File: config.mk
export PLATFORM = sky130hd
export DESIGN_NAME = ews_top
export DESIGN_NICKNAME = d
export VERILOG_FILES = /design/src/design/ews_pkg.sv /design/src/design/ews_wait_if.sv /design/src/design/ews_wait_counter.sv /design/src/design/ews_top.sv
export VERILOG_INCLUDE_DIRS = /design/src /design/src/design
export SDC_FILE = /design/constraint.sdc
export NUM_CORES = 1
export LEC_CHECK = 0
export BUFFER_PORTS_ARGS = -buffer_cell sky130_fd_sc_hd__buf_2
export CORE_ASPECT_RATIO = 0.8
export CORE_MARGIN = 4
export CORE_UTILIZATION = 44
export CTS_CLUSTER_SIZE = 12
export DETAILED_ROUTE_END_ITERATION = 8
export GPL_TIMING_DRIVEN = 0
export HOLD_SLACK_MARGIN = 0.06
export PLACE_DENSITY = 0.76
export SYNTH_ARGS = -nofsm -noshare
export SYNTH_HDL_FRONTEND = slang
export SYNTH_HIERARCHICAL = 1
export SYNTH_SLANG_ARGS = --single-unit
File: constraint.sdc
create_clock -name clk -period 2.24 [get_ports clk]
set_input_delay 0.336 -clock clk [delete_from_list [all_inputs] [get_ports clk]]
set_output_delay 0.336 -clock clk [all_outputs]
set_load 0.02 [all_outputs]
File: src/design/ews_params.svh
// constants for the external wait-state and program paging block
`ifndef EWS_PARAMS_SVH
`define EWS_PARAMS_SVH

// ==========================================================
// memory-mapped register offsets in data space
`define EWS_PAGE_OFS 16'h001E
`define EWS_WAIT_OFS 16'h0028
`define EWS_CTRL_OFS 16'h002B

// ==========================================================
// reset values
`define EWS_WAIT_RST 16'h7FFF
`define EWS_CTRL_RST 1'h0
`define EWS_PAGE_RST 4'h0

// ==========================================================
// field positions in the wait count and control registers
`define EWS_IO_LSB 4'h9
`define EWS_IO_POS 12
`define EWS_DHI_POS 9
`define EWS_DLO_POS 6
`define EWS_PHI_POS 3
`define EWS_PLO_POS 0
`define EWS_XPA_POS 15
`define EWS_FLD_MSB 14
`define EWS_WAIT_MULTIPLIER_BIT_POS 0

// ==========================================================
// widths and address limits
`define EWS_FLD_W 3
`define EWS_CNT_W 4
`define EWS_PAGE_W 4
`define EWS_HALF_POS 15
`define EWS_OVL_TOP 16'h4000
`define EWS_DINT_TOP 16'h4000

`endif

File: src/design/ews_pkg.sv
// types shared by the wait-state and paging modules
package ews_pkg;

    // access space, one-hot
    typedef enum logic [2:0] {
        EWS_SP_PROG = 3'h1,
        EWS_SP_DATA = 3'h2,
        EWS_SP_IO = 3'h4
    } ews_space_e;

    // instruction classes seen by the page register; only the far ones load it
    typedef enum logic [3:0] {
        EWS_OP_OTHER = 4'h0,
        EWS_OP_FAR_BRANCH = 4'h1,
        EWS_OP_FAR_BRANCH_ACCUM = 4'h2,
        EWS_OP_FAR_CALL = 4'h3,
        EWS_OP_FAR_CALL_ACCUM = 4'h4,
        EWS_OP_FAR_RETURN = 4'h5,
        EWS_OP_FAR_RETURN_INT_ENABLE = 4'h6,
        EWS_OP_TABLE_READ = 4'h7,
        EWS_OP_TABLE_WRITE = 4'h8
    } ews_op_e;

    // bus cycle sequencer states
    typedef enum logic [2:0] {
        EWS_ST_IDLE = 3'h1,
        EWS_ST_WAIT = 3'h2,
        EWS_ST_END = 3'h4
    } ews_state_e;

    typedef struct packed {
        ews_state_e st;
        logic [3:0] page;
        logic [15:0] waits;
        logic wait_multiplier_bit;
        logic gen_en;
        logic rdy_s1;
        logic rdy_s2;
        logic [19:0] ext_addr;
        logic ext_cycle;
        ews_space_e ext_space;
        logic onchip;
        logic done;
        logic [15:0] rdata;
    } ews_top_s;

    typedef struct packed {
        logic [3:0] cnt;
    } ews_cnt_s;

endpackage : ews_pkg

File: src/design/ews_wait_if.sv
// link between the bus sequencer and its wait counter
`timescale 1ns/1ps
interface ews_wait_if;
    logic load;
    logic [3:0] count;
    logic enable;
    logic expired;

    modport ctl (output load, output count, output enable, input expired);
    modport cnt (input load, input count, input enable, output expired);
endinterface : ews_wait_if

File: src/design/ews_wait_counter.sv
// down counter that times the programmed wait states
`timescale 1ns/1ps
`include "ews_params.svh"
module ews_wait_counter (
    input wire logic clk,
    input wire logic rst,
    ews_wait_if.cnt wi
);
    import ews_pkg::*;

    ews_cnt_s r;
    ews_cnt_s n;

    // ======================================================
    // next count
    // with the generator clock off the count holds; all
    // fields are zero then, so a load of zero is all we see
    always_comb begin
        n = r;
        if (wi.load) begin
            n.cnt = wi.count;
        end else if (wi.enable && r.cnt != 4'h0) begin
            n.cnt = r.cnt - 4'h1;
        end
    end

    // expired only once the loaded count has run out
    assign wi.expired = !wi.load && r.cnt == 4'h0;

    // ======================================================
    // state register
    always_ff @(posedge clk or posedge rst) begin
        if (rst) begin
            r.cnt <= 4'h0;
        end else begin
            r <= n;
        end
    end
endmodule : ews_wait_counter

File: src/design/ews_top.sv
// wait-state generator and program page register
`timescale 1ns/1ps
`include "ews_params.svh"
module ews_top (
    input wire logic clk,
    input wire logic rst,
    // memory-mapped register port from the core
    input wire logic mmr_wr,
    input wire logic mmr_rd,
    input wire logic [15:0] mmr_addr,
    input wire logic [15:0] mmr_wdata,
    // instruction class decoded by the core
    input wire logic op_valid,
    input wire ews_pkg::ews_op_e op_kind,
    input wire logic [19:0] op_target,
    // access request from the core
    input wire logic acc_req,
    input wire ews_pkg::ews_space_e acc_space,
    input wire logic [15:0] acc_addr,
    input wire logic acc_table,
    input wire logic [19:0] acc_long_addr,
    input wire logic ram_overlay_bit,
    // ready pin from external parts
    input wire logic ext_ready,
    // answers
    output logic [15:0] mmr_rdata,
    output logic [3:0] page,
    output logic [19:0] ext_addr,
    output logic ext_cycle,
    output ews_pkg::ews_space_e ext_space,
    output logic onchip,
    output logic acc_busy,
    output logic acc_done,
    output logic wait_clk_en
);
    import ews_pkg::*;

    ews_top_s r;
    ews_top_s n;
    ews_wait_if wi ();

    logic [2:0] base;
    logic [3:0] eff;
    logic [19:0] full_addr;
    logic is_int;
    logic finish;

    // ======================================================
    // wait counter
    ews_wait_counter u_cnt (
        .clk(clk),
        .rst(rst),
        .wi(wi.cnt)
    );

    // ======================================================
    // field selection for the current request
    // the field is picked from the request itself, so the
    // count is ready on the same edge the cycle starts
    always_comb begin
        base = r.waits[`EWS_PLO_POS +: `EWS_FLD_W];
        case (acc_space)
            EWS_SP_IO: begin
                base = r.waits[`EWS_IO_POS +: `EWS_FLD_W];
            end
            EWS_SP_DATA: begin
                if (acc_addr[`EWS_HALF_POS]) begin
                    base = r.waits[`EWS_DHI_POS +: `EWS_FLD_W];
                end else begin
                    base = r.waits[`EWS_DLO_POS +: `EWS_FLD_W];
                end
            end
            EWS_SP_PROG: begin
                // extended select folds both halves into one field
                if (!r.waits[`EWS_XPA_POS] && full_addr[`EWS_HALF_POS])
                begin
                    base = r.waits[`EWS_PHI_POS +: `EWS_FLD_W];
                end else begin
                    base = r.waits[`EWS_PLO_POS +: `EWS_FLD_W];
                end
            end
            default: begin
                base = r.waits[`EWS_PLO_POS +: `EWS_FLD_W];
            end
        endcase
    end

    // doubled base tops out at fourteen, fits four bits
    assign eff = r.wait_multiplier_bit ? {base, 1'b0} : {1'b0, base};

    // ======================================================
    // address forming and internal decode
    always_comb begin
        full_addr = {4'h0, acc_addr};
        is_int = 1'b0;
        case (acc_space)
            EWS_SP_PROG: begin
                if (acc_table) begin
                    full_addr = acc_long_addr;
                end else begin
                    full_addr = {r.page, acc_addr};
                end
                // overlay puts on-chip RAM in every page's low 16K
                is_int = ram_overlay_bit && full_addr[15:0] < `EWS_OVL_TOP;
            end
            EWS_SP_DATA: begin
                is_int = acc_addr < `EWS_DINT_TOP;
            end
            EWS_SP_IO: begin
                is_int = 1'b0;
            end
            default: begin
                is_int = 1'b0;
            end
        endcase
    end

    // cycle ends when the count ran out and the pin says ready
    assign finish = wi.expired && r.rdy_s2;

    // ======================================================
    // counter control
    always_comb begin
        wi.load = r.st == EWS_ST_IDLE && acc_req && !is_int;
        wi.count = eff;
        wi.enable = r.gen_en;
    end

    // ======================================================
    // next state
    always_comb begin
        n = r;
        n.done = 1'b0;
        // ready pin is asynchronous to us
        n.rdy_s1 = ext_ready;
        n.rdy_s2 = r.rdy_s1;

        // register writes from the core
        if (mmr_wr) begin
            case (mmr_addr)
                `EWS_PAGE_OFS: begin
                    n.page = mmr_wdata[`EWS_PAGE_W-1:0];
                end
                `EWS_WAIT_OFS: begin
                    n.waits = mmr_wdata;
                end
                `EWS_CTRL_OFS: begin
                    n.wait_multiplier_bit = mmr_wdata[`EWS_WAIT_MULTIPLIER_BIT_POS];
                end
                default: begin
                    n.wait_multiplier_bit = r.wait_multiplier_bit;
                end
            endcase
        end

        // generator clock follows the new fields, so an access right
        // after a write never meets a stopped counter
        n.gen_en = |n.waits[`EWS_FLD_MSB:0];

        // far ops win over a register write in the same cycle
        if (op_valid) begin
            case (op_kind)
                EWS_OP_FAR_BRANCH,
                EWS_OP_FAR_BRANCH_ACCUM,
                EWS_OP_FAR_CALL,
                EWS_OP_FAR_CALL_ACCUM,
                EWS_OP_FAR_RETURN,
                EWS_OP_FAR_RETURN_INT_ENABLE: begin
                    n.page = op_target[19:16];
                end
                default: begin
                    // table ops and all others keep the page
                    n.page = n.page;
                end
            endcase
        end

        // register reads, unmapped offsets answer zero
        if (mmr_rd) begin
            case (mmr_addr)
                `EWS_PAGE_OFS: begin
                    n.rdata = {12'h000, r.page};
                end
                `EWS_WAIT_OFS: begin
                    n.rdata = r.waits;
                end
                `EWS_CTRL_OFS: begin
                    n.rdata = {15'h0000, r.wait_multiplier_bit};
                end
                default: begin
                    n.rdata = 16'h0000;
                end
            endcase
        end

        // bus cycle sequencer
        case (r.st)
            EWS_ST_IDLE: begin
                if (acc_req) begin
                    n.ext_addr = full_addr;
                    n.ext_space = acc_space;
                    n.onchip = is_int;
                    if (is_int) begin
                        // on-chip targets need no waits
                        n.done = 1'b1;
                    end else begin
                        n.ext_cycle = 1'b1;
                        n.st = EWS_ST_WAIT;
                    end
                end
            end
            EWS_ST_WAIT: begin
                if (finish) begin
                    n.ext_cycle = 1'b0;
                    n.st = EWS_ST_END;
                    n.done = 1'b1;
                end
            end
            EWS_ST_END: begin
                // one idle cycle between external cycles
                n.st = EWS_ST_IDLE;
            end
            default: begin
                n.st = EWS_ST_IDLE;
                n.ext_cycle = 1'b0;
            end
        endcase
    end

    // ======================================================
    // state register
    always_ff @(posedge clk or posedge rst) begin
        if (rst) begin
            r.st <= EWS_ST_IDLE;
            r.page <= `EWS_PAGE_RST;
            r.waits <= `EWS_WAIT_RST;
            r.wait_multiplier_bit <= `EWS_CTRL_RST;
            r.gen_en <= 1'b1;
            r.rdy_s1 <= 1'b0;
            r.rdy_s2 <= 1'b0;
            r.ext_addr <= 20'h00000;
            r.ext_cycle <= 1'b0;
            r.ext_space <= EWS_SP_PROG;
            r.onchip <= 1'b0;
            r.done <= 1'b0;
            r.rdata <= 16'h0000;
        end else begin
            r <= n;
        end
    end

    // ======================================================
    // outputs straight from the state register
    assign mmr_rdata = r.rdata;
    assign page = r.page;
    assign ext_addr = r.ext_addr;
    assign ext_cycle = r.ext_cycle;
    assign ext_space = r.ext_space;
    assign onchip = r.onchip;
    assign acc_busy = r.st != EWS_ST_IDLE;
    assign acc_done = r.done;
    assign wait_clk_en = r.gen_en;
endmodule : ews_top

Word level (Yosys, flattened, before mapping)
Cells that the tools add are included.

Register bits after elaboration: 73. Input port bits: 104. Output and inout bits: 48. Logic and storage cells: 86.

$add $sub $neg: 1. Order comparisons: 2. Eq/ne operators: 19. Multiplexer cells: 28. Bitwise gates (word level): 1. Reduce and logical (&&, ||, !) cells: 20.

Operators by type and width (number): 2-to-1 mux 20 bit (3); one-hot mux 16 bit (3 select lines) (1); equality test 16 x 6 -> 1 bit, second input constant (2); less-than comparator 16 x 15 -> 1 bit, second input constant (2); 2-to-1 mux 4 bit (6); 2-to-1 mux 21 bit (1); equality test 16 x 5 -> 1 bit, second input constant (1); 2-to-1 mux 16 bit (1); 2-to-1 mux 3 bit (5); OR reduction 15 bit (1); equality test 4 x 3 -> 1 bit, second input constant (3); one-hot mux 3 bit (3 select lines) (1); equality test 4 x 2 -> 1 bit, second input constant (2); logical AND 1 bit (7); equality test 3 x 1 -> 1 bit, second input constant (2); equality test 3 x 2 -> 1 bit, second input constant (2); equality test 3 bit, second input constant (2); 2-to-1 mux 6 bit (1); != test 2 bit, second input constant (3); one-hot mux 3 bit (2 select lines) (1); AND reduction 2 bit (3); OR reduction 6 bit (1); 2-to-1 mux 1 bit (5); equality test 4 x 1 -> 1 bit, second input constant (1); 11 further kinds (14).

Longest topological paths before layout
Gate-level depths: netlist of the first run.

Depth after elaboration: 12. Depth in mapped cells: 11. Depth with buffers taken out: 9.

Hierarchy
The synthesis of the first run kept the hierarchy.

By module, submodules not included: ews_top (times used 1, cells each 331, area each 3633.5 um2, seq. area each 1749.2 um2); ews_wait_counter (times used 1, cells each 29, area each 270.3 um2, seq. area each 100.1 um2).

Least setup slack after synthesis of the first run
Ideal clock, no wire load.

Kind: register to register. Start: reg r[66] (netlist name). End: reg, netlist name ext_cycle. Library setup time: 78 ps. Arrival: 2065 ps. Data required time: 2162 ps. Path slack: 97 ps. Stages on the path, launching flop included: 12. Path buffers: 3. Clock period less this slack: 2143 ps. Cells stage by stage: dfstp_2 -> nor3b_1 -> nand2_1 -> clkbuf_1 -> buf_1 -> nor2_1 -> buf_4 -> nor2_1 -> nand2_1 -> a21oi_1 -> o22ai_1 -> o2bb2ai_1.

Longest elaborated chain between the ends: 8. Elaborated cells between the ends (all ways): 14. Those cells by class: eq/ne: 6; mux: 1; bitwise: 1; reduce/logical: 6.

RTL lines: start, declared (line ews_top.sv:38) `ews_top_s r;`; start signal, assigned (line ews_top.sv:248) `r <= n;`; equality test 3 x 1 -> 1 bit (line ews_top.sv:124) `wi.load = r.st == EWS_ST_IDLE && acc_req && !is_int;`; logical AND 1 bit (2 in series) (line ews_top.sv:124); named net wi.load (line ews_wait_if.sv:4) `logic load;`; zero test 1 bit (line ews_wait_counter.sv:28) `assign wi.expired = !wi.load && r.cnt == 4'h0;`; logical AND 1 bit (line ews_wait_counter.sv:28); named net wi.expired (line ews_wait_if.sv:7) `logic expired;`; logical AND 1 bit (line ews_top.sv:119) `assign finish = wi.expired && r.rdy_s2;`; != test 2 bit (no line); AND reduction 4 bit (no line).

The timed path passes the listed nets, and every way through them passes these cells. A chain may end at the register's enable or synchronous reset.

Final worst setup path of the first run
Start: in acc_space[2]. End: reg u_cnt/r[3] (netlist name).

Longest elaborated chain between the ends: 7. Elaborated cells between the ends (all ways): 13. Those cells by class: eq/ne: 3; mux: 6; reduce/logical: 4.

RTL lines: start, declared (line ews_top.sv:18) `input wire ews_pkg::ews_space_e acc_space,`; equality test 3 x 1 -> 1 bit (line ews_top.sv:62, ews_top.sv:96); 2-to-1 mux 20 bit (line ews_top.sv:96) `case (acc_space)`; logical AND 1 bit (line ews_top.sv:75) `` if (!r.waits[`EWS_XPA_POS] && full_addr[`EWS_HALF_POS]) ``; 2-to-1 mux 3 bit (line ews_top.sv:75); one-hot mux 3 bit (3 select lines) (*) (line ews_top.sv:62) `case (acc_space)`; 2-to-1 mux 4 bit (*) (line ews_top.sv:89) `assign eff = r.wait_multiplier_bit ? {base, 1'b0} : {1'b0, base};`; named net eff[3] (line ews_top.sv:43) `logic [3:0] eff;`; 2-to-1 mux 4 bit (*) (line ews_wait_counter.sv:20) `if (wi.load) begin`; end signal, assigned (line ews_wait_counter.sv:36) `r <= n;`; end, declared (line ews_wait_counter.sv:11) `ews_cnt_s r;`.

Mark *: on every way through the listed nets, which the timed path passes. The rest lies on a longest branch.

==> results of run 1 <==
worst max-delay path, delay by kind of cell:
| kind | cells | cell delay (ns) |
|---|---|---|
| simple gates | 2 | 0.52 |
| buf+inv | 2 | 0.32 |
| compound gates | 3 | 1.04 |
kinds of logic after synthesis:
kind of cell | Yosys count | synth area share [%]
compound gates | 72 | 12.7
simple gates | 102 | 15.2
mux | 46 | 13.4
buf+inv | 66 | 11.0
fa+ha+maj | 1 | 0.320
flops | 73 | 47.4
how the worst max path moves through the flow:
stage / endpoint / slack [ns] / cells after the start
floorplan: ext_cycle / 0.1 / 11
global placement: page[2] / -0.63 / 2
detailed placement: ext_cycle / -0.42 / 11
CTS: ext_cycle / 0.002 / 11
global route: acc_done / 0.07 / 10
finish: u_cnt/r[3] / 0.25 / 7
area by class of cell:
class | count | area (um2)
Buffer | 56 | 400
Clock buffer | 9 | 124
Clock inverter | 7 | 70.1
Fill cell | 748 | 3600
Inverter | 9 | 36.3
Multi-Input combinational cell | 221 | 1650
Sequential cell | 73 | 1850
Tap cell | 112 | 140
Timing Repair Buffer | 135 | 686
power by group:
part / switching (W) / internal [W] / total [W]
Sequential: 0.000158 / 0.00157 / 0.00173
Clock: 0.000506 / 0.000514 / 0.00102
Combinational: 0.000851 / 0.000735 / 0.00159
registers in the layout, indices dropped and copies added (netlist names), 3 cells and up:
name / count
mmr_rdata: 16
r: 21
u_cnt/r: 4
ext_addr: 20
ext_space: 3
page: 4
per-stage QoR:
step	instances	power [W]	instance area, um2	worst slack (ns)
floorplan	360	0.00280	3900	0.0971
global placement	604	0.00324	4700	-0.630
detailed placement	604	0.00329	4710	-0.418
CTS	621	0.00433	4930	0.00153
global route	622	0.00461	4950	0.0704
finish	622	0.00434	4950	0.252
layout by cell type, fill, tap and decap left out, drive strengths merged, types with 2 or more instances in the layout:
cell type,netlist,layout
or4b,2,2
nand4,2,2
dfrtp,55,55
nand4b,3,3
a31oi,4,4
nand2b,2,2
inv,9,10
nand3,6,6
a21o,3,3
nor2,10,10
or4,5,5
o2bb2ai,6,6
or3b,4,4
dfstp,18,18
mux2i,25,25
nor3b,5,5
nor2b,4,4
and2,3,3
clkbuf,8,16
o31ai,4,4
a21oi,7,7
a221o,4,4
clkinv,0,4
nor3,6,6
buf,49,183
nand2,38,38
nor4,9,9
a22o,12,12
o21ai,25,25
mux2,21,21
timing repair:
action,CTS,global route
buffers inserted,0,2
resized for setup,6,7
cloned,0,0
pin swaps,0,0
hold endpoints to repair,4,0
hold buffers,1,0
endpoints found under the setup margin,8,5
layer usage:
layer	part of all wire, %	track usage (%)
met1	44	25.3
met2	45	30.2
met3	9.1	5.01
met4	1.6	5.51
met5	0	0
==> impl_metrics.tcl, run 1 <==
set metrics [dict create \
    synth.most_common_cell "dfrtp_1" \
    min_path_type "input pin to register" \
    viasPerCell 5.22 \
    std_cell_rows 30 \
    synthArstFlopShare_pct 100 \
    p_per_area_nw_per_um2 875 \
    die_w_um 113 \
    final-hold-violation-count 0 \
    status "finished, final reports clean" \
    rsz0062_at_grt "no" \
    syn_inst 360 \
    crit_required_ns 2.46 \
    grt_pass1_vias 3204 \
    cts_root_buf "clkbuf_8" \
    slew_headroom_pct 44.8 \
    port_buffers 132 \
    synth_area_per_cell_um2 10.8 \
    coreArea_um2 8560 \
    crit_type "input pin to register" \
    r2r_cells 10 \
    insertion_delay_ns 0.34 \
    fmax_mhz 503 \
    synth_seq_cells 73 \
    syn_nets 465 \
    setup_violations 0 \
    wire_per_inst_um 15.6 \
    arrival_ns 2.21 \
    grt_max_degree 70 \
    ys_seq_area_share_pct 47.4 \
    routed_wl_um 9690 \
    reg2reg_from "r[66]" \
    clk_path_buf_depth 2 \
    synth_area_um2 3900 \
    synth-edff-count 0 \
    tightest_slew_ns 0.829 \
    path_clk_slew_ns 0.07 \
    firstDrtPassIters 4 \
    dpl.hpwl_um 7610 \
    r2r_end "ext_cycle" \
    drive_gt1_share_pct 49.6 \
    end_kind "register" \
    cp_slowest_cell "o311a_1" \
    die-area_um2 10500 \
    grt_overflow 0 \
    synth_top_area_share_pct 35.3 \
    synthTopCellsByArea "dfrtp_1 (35%), dfstp_2 (12%), buf_4 (8.8%)" \
    n_antenna_cell 0 \
    cts.sinks 73 \
    synth_top_flop_cell "dfrtp_1" \
    setup-tns-final_ns 0 \
    yosys_warnings 6 \
    fin_util_pct 57.9 \
    track_usage_pct 18.9 \
    start_kind "input pin" \
    cts_tree "built" \
    hp-start "ext_ready" \
    start_util_pct 45.6 \
    regToRegSetupSlack_ns 0.31 \
    hold_depth 1 \
    antenna_found_initial 0 \
    yosys.area.top_type "dfrtp_1" \
    drc 0 \
    ys_types 52 \
    vias 3244 \
    cts_buffers 9 \
    grt_pass1_wl_um 15800 \
    path_cells "buf_2 > or3b_1 > buf_2 > o311a_1 > a221o_1 > and2_1 > a221o_1" \
    htreeDepth 3 \
    num_io_pins 152 \
    finalCriticalPeriod_ns 1.99 \
    finalCritPeriodShare_pct 88.7 \
    worstPathMaxFanout 7 \
    slew_violations 0 \
    maxCapViolations 0 \
    drtIter0Drc 109 \
    die_h_um 92.2 \
    whs_ns 0.102 \
    finalClockSkew_ns 0.00822 \
    startpoint "acc_space[2]" \
    ir_worst_vdd_uv 650 \
    cpPeakStageDelay_ns 0.38 \
    synthTopCellsByCount "dfrtp_1 (55), buf_4 (46), nand2_1 (37)" \
    antenna_left 0 \
    p_leak_nw 2.50 \
    min_to "n[42]" \
    place.gp.congestion 0.835 \
    area_delta_synth_final_pct 26.9 \
    finalNetCount 610 \
]
No activity file was read; power rests on OpenSTA's default activity.
==> inputs of run 2 (changes only) <==
Settings changed: CORE_UTILIZATION 44 to 45, PLACE_DENSITY 0.76 to 0.77, SYNTH_HIERARCHICAL 1 to not set.
==> run 2 against run 1 <==
Effect of this change:
- utilization hardly changed
- hold slack worse by 0.0038 ns
- cell count is 2.7% higher
- wire length is 0.94% lower
- sequential share of layout area is 0.35 points higher
- critical endpoint is now mmr_rdata[6]
==> impl_metrics.tcl, run 2 <==
set metrics [dict create \
    fin_util_pct 57.8 \
    setup_violations 0 \
    cts_buffers 9 \
    syn_inst 378 \
    start_util_pct 46.4 \
    status "finished, final reports clean" \
    synth_simple_gate_area_share_pct 15.0 \
    p_leak_nw 2.44 \
    vias 3235 \
    tightest_slew_ns 0.882 \
    n_antenna_cell 0 \
    post-cts-setup-buffers 0 \
    drtIter0Drc 129 \
    final_cell_mix "buf_2 (135), dfrtp_1 (55), buf_4 (44)" \
    htreeDepth 3 \
    crit_type "input pin to register" \
    synth_top_flop_cell "dfrtp_1" \
    grt_max_degree 74 \
    finalCriticalPeriod_ns 1.79 \
    synth_top_family_by_area "simple AND/OR/NAND/NOR gates" \
    regToRegSetupSlack_ns 0.54 \
    antenna_left 0 \
    worstPathMaxFanout 10 \
    insertion_delay_ns 0.34 \
    largest_reg_flops 21 \
    ys_types 50 \
    cts_root_buf "clkbuf_8" \
    path_clk_slew_ns 0.08 \
    firstDrtPassIters 4 \
    synth_area_per_cell_um2 10.4 \
    yosys_warnings 0 \
    grt_pass1_vias 3300 \
    finalCritPeriodShare_pct 80.0 \
    die_h_um 91.6 \
    synth_area_um2 3930 \
    layout.cells.non_filler 639 \
    finalClockSkew_ns 0.00875 \
    cts.sinks 73 \
    startpoint "mmr_addr[11]" \
    coreArea_um2 8480 \
    arrival_ns 2.05 \
    stdcell_area_um2 4910 \
    cts_resized 0 \
    muxShareOfSynthArea_pct 14.6 \
    slew_violations 0 \
    hp-start "ext_ready" \
    synthArstFlopShare_pct 100 \
    maxCapViolations 0 \
    globalRouteMet2Util_pct 30.1 \
    slew_headroom_pct 41.2 \
    layout_commonest_cell "buf_2" \
    rsz0062_at_grt "no" \
    yosys.area.top_type "dfrtp_1" \
    die_w_um 113 \
    finalNetCount 627 \
    p_per_area_nw_per_um2 820 \
    gr-usage-met3_pct 5.08 \
    syn_nets 483 \
    dpl.hpwl_um 7520 \
    synth_fa_ha_area_share_pct 0.318 \
    place.gp.congestion 0.878 \
    reg2reg_from "u_cnt.r[0]" \
    drive_gt1_share_pct 46.9 \
    postPlaceCellArea_um2 4740 \
    cts_tree "built" \
    dp.cells 623 \
    antenna_found_initial 0 \
    grt_pass1_wl_um 15800 \
    grt_util_met1_pct 25.6 \
    ir_worst_vdd_uv 418 \
    start_kind "input pin" \
    min_path_type "input pin to register" \
    drc 0 \
    synth-edff-count 0 \
    end_kind "register" \
    ctsHoldBuffers 0 \
    die-area_um2 10300 \
    area_delta_synth_final_pct 24.7 \
    std_cell_rows 30 \
    port_buffers 133 \
    final-hold-violation-count 0 \
    synthXorXnorAreaFrac_pct 0.668 \
    largest_register "r" \
    viasPerCell 5.06 \
    routed_wl_um 9600 \
    crit_required_ns 2.50 \
    synthTopCellsByArea "dfrtp_1 (35%), dfstp_2 (12%), buf_4 (8.4%)" \
    grt_overflow 0 \
    gr-max-usage-layer "met2" \
    wire_per_inst_um 15.0 \
    setup-tns-final_ns 0 \
    synth_seq_cells 73 \
    synth_compound_area_share_pct 9.57 \
    synthTopCellsByCount "dfrtp_1 (55), buf_4 (44), nand2_1 (33)" \
    clk_path_buf_depth 2 \
    synth_top_area_share_pct 35.0 \
    num_io_pins 152 \
    synth.most_common_cell "dfrtp_1" \
    fmax_mhz 558 \
    ys_seq_area_share_pct 47.0 \
    track_usage_pct 19.0 \
]
## run 2: where the power goes
part | total, W | internal [W] | switching, W
combinational | 0.00141 | 0.000628 | 0.000786
sequential | 0.00172 | 0.00157 | 0.000153
clock | 0.000884 | 0.000426 | 0.000459
total | 0.00402 | 0.00262 | 0.00140
## run 2: worst paths after layout
path / endpoint / cells past startpoint
worst min register to register: r[42] / 0
min in group asynchronous: mmr_rdata[11] / 2
worst min-delay path: n[42] / 1
max in group asynchronous: ext_addr[11] / 2
worst max-delay path: mmr_rdata[6] / 8
worst max register to register: ext_cycle / 6
## run 2: worst max-delay path, cell delays in order
cell	delay [ns]
buf_2	0.10
or4b_4	0.56
nor2_2	0.14
and4_1	0.18
clkbuf_1	0.24
buf_2	0.27
nand3_1	0.10
o21ai_0	0.12
## run 2: cell type report
cell class | count | area (um2)
Fill cell | 780 | 3580
Sequential cell | 73 | 1850
Multi-Input combinational cell | 223 | 1580
Timing Repair Buffer | 133 | 666
Buffer | 59 | 419
Clock buffer | 12 | 145
Tap cell | 112 | 140
Inverter | 23 | 88.8
Clock inverter | 4 | 20.0
## run 2: kinds of logic after synthesis
group	after synthesis
compound gates	62
xor+xnor	3
fa+ha+maj	1
buf+inv	82
flops	73
mux	51
simple gates	106
## run 2: routing by layer
metal  wire length [um]  vias up
met3                851       16
met5                  0        -
li1                   -     1567
met1               4320     1499
met4                136        0
met2               4300      153
## run 2: metrics by stage
step	total power [W]	hold slack, ns	setup WS [ns]
final	0.00402	0.0981	0.447
after CTS	0.00407	0.0795	0.453
after detailed placement	0.00317	0.339	0.116
after floorplan	0.00271	0.331	0.0805
after global routing	0.00428	0.0736	0.280
after global placement	0.00313	0.340	-0.747
==> inputs of run 3 (changes only) <==
Clock period 2.24 ns to 1.6 ns, I/O delays scaled along.
==> run 3 against run 2 <==
Effect of this change:
- setup slack lost 0.41 ns
- global-route usage down 0.26 points
- critical path type unchanged
- first-iteration DRC count down 16%
- critical endpoint is now r[61]
- count of clock-buffer cells in the layout increased by 4
==> impl_metrics.tcl, run 3 (synthesized netlist as in run 2, its figures left out) <==
set metrics [dict create \
    cts.sinks 73 \
    finalCritPeriodShare_pct 97.9 \
    wl_met3_um 514 \
    crit_type "input pin to register" \
    cp_slowest_cell "or4_4" \
    r2r_end "ext_cycle" \
    final-hold-violation-count 0 \
    finalCriticalPeriod_ns 1.57 \
    clk_path_buf_depth 2 \
    antenna_found_initial 0 \
    crit_end "r[61]" \
    r2r_cells 6 \
    layout_commonest_cell "buf_2" \
    grt_pass1_wl_um 15700 \
    drc 0 \
    met2WireLength_um 4520 \
    top_layer "met4" \
    die_h_um 91.6 \
    track_usage_pct 18.7 \
    cts_tree "built" \
    cts_buffers 9 \
    area_delta_synth_final_pct 29.3 \
    slew_headroom_pct 54.8 \
    std_cell_rows 30 \
    p_total_w 0.00577 \
    fill_cells 737 \
    path_cells "buf_6 > or4_4 > nor2_4 > and4_4 > nand2_4 > mux2_4" \
    insertion_delay_ns 0.33 \
    startpoint "mmr_addr[8]" \
    cts_root_buf "clkbuf_8" \
    largest_reg_flops 21 \
    path_buf_inv 1 \
    path_clk_slew_ns 0.07 \
    largest_register "r" \
    crit_required_ns 1.82 \
    cp_num_cells 6 \
    final_cell_mix "buf_2 (133), dfrtp_1 (55), buf_4 (44)" \
    reg2reg_from "u_cnt.r[0]" \
    min_path_type "input pin to register" \
    finalClockSkew_ns 0.00806 \
    viasPerCell 5.02 \
    path_delay_family "simple AND/OR/NAND/NOR gates" \
    wl_met1_um 4220 \
    vias 3219 \
    dp.cells 624 \
    drtIter0Drc 108 \
    arrival_ns 1.78 \
    antenna_left 0 \
    grt_pass1_vias 3291 \
    p_per_area_nw_per_um2 1130 \
    port_buffers 133 \
    whs_ns 0.137 \
    n_antenna_cell 0 \
    setup_violations 0 \
    grt_overflow 0 \
    start_kind "input pin" \
    die-area_um2 10300 \
    ir_worst_vdd_uv 579 \
    place.gp.congestion 0.854 \
    start_util_pct 46.4 \
    rsz0062_at_grt "yes" \
    num_io_pins 152 \
    regToRegSetupSlack_ns 0.06 \
    worstPathMaxFanout 17 \
    coreArea_um2 8480 \
    slew_violations 0 \
    wire_per_inst_um 14.7 \
    firstDrtPassIters 4 \
    p_leak_nw 2.49 \
    status "finished, final reports clean" \
    fmax_mhz 638 \
    finalNetCount 629 \
    maxCapViolations 0 \
    dpl.hpwl_um 7550 \
    routed_wl_um 9410 \
    htreeDepth 3 \
    tightest_slew_ns 0.676 \
    cpPeakStageDelay_ns 0.56 \
    layout.cells.non_filler 641 \
    die_w_um 113 \
    grt_max_degree 45 \
    end_kind "register" \
    drive_gt1_share_pct 49.5 \
]
==> run 3: repair_timing <==
item | 4_1_cts | 5_1_grt
hold buffers | 2 | 0
setup endpoints to repair | 3 | 30
resized for setup | 3 | 13
gates cloned | 0 | 0
pin swaps | 0 | 2
hold endpoints to repair | 28 | 0
setup buffers | 0 | 1
==> run 3: where the power goes <==
group / total [W] / switching (W) / internal [W]
Clock: 0.00131 / 0.000617 / 0.000695
Sequential: 0.00242 / 0.000220 / 0.00220
Combinational: 0.00203 / 0.00112 / 0.000913
Total: 0.00577 / 0.00196 / 0.00381
==> run 3: cell type report <==
cell class,instances,area (um2),share of cell area (%)
flip-flops and latches,73,1850,36.4
multi-input cells,223,1680,33.1
inverters,23,90.1,1.77
well taps,112,140,2.76
repair buffers,137,719,14.1
plain buffers,57,423,8.31
clock buffers,16,180,3.54
==> run 3: worst min path at each step <==
stage,start,endpoint,depth (start not counted)
floorplan,ext_ready,n[42],0
global placement,n[42],r[42],0
detailed placement,n[42],r[42],0
CTS,acc_space[2],ext_space[2],3
global route,acc_space[2],ext_space[2],3
finish,acc_space[2],ext_space[2],3
==> run 3: worst min-delay path: cells and delay by family <==
kind / cells / cell delay, ns
buffers and inverters: 1 / 0.10
AND/OR/NAND/NOR: 2 / 0.10
==> run 3: routing by layer <==
layer / vias up / global-route usage, %
met5: - / 0
met4: 0 / 6.81
met3: 14 / 4.42
met2: 97 / 30.0
met1: 1528 / 24.9
li1: 1580 / -
==> run 3: through the flow <==
| stage | worst slack (ns) | setup TNS (ns) | util (%) | cell area, um2 |
|---|---|---|---|---|
| final | 0.0334 | 0 | 60.0 | 5090 |
| after global routing | -0.00847 | -0.00847 | 60.0 | 5090 |
| after CTS | 0.0350 | 0 | 59.2 | 5020 |
| after detailed placement | -0.380 | -13.59 | 57.0 | 4830 |
| after global placement | -0.354 | -11.62 | 56.8 | 4810 |
| after floorplan | -0.189 | -2.53 | - | 4010 |
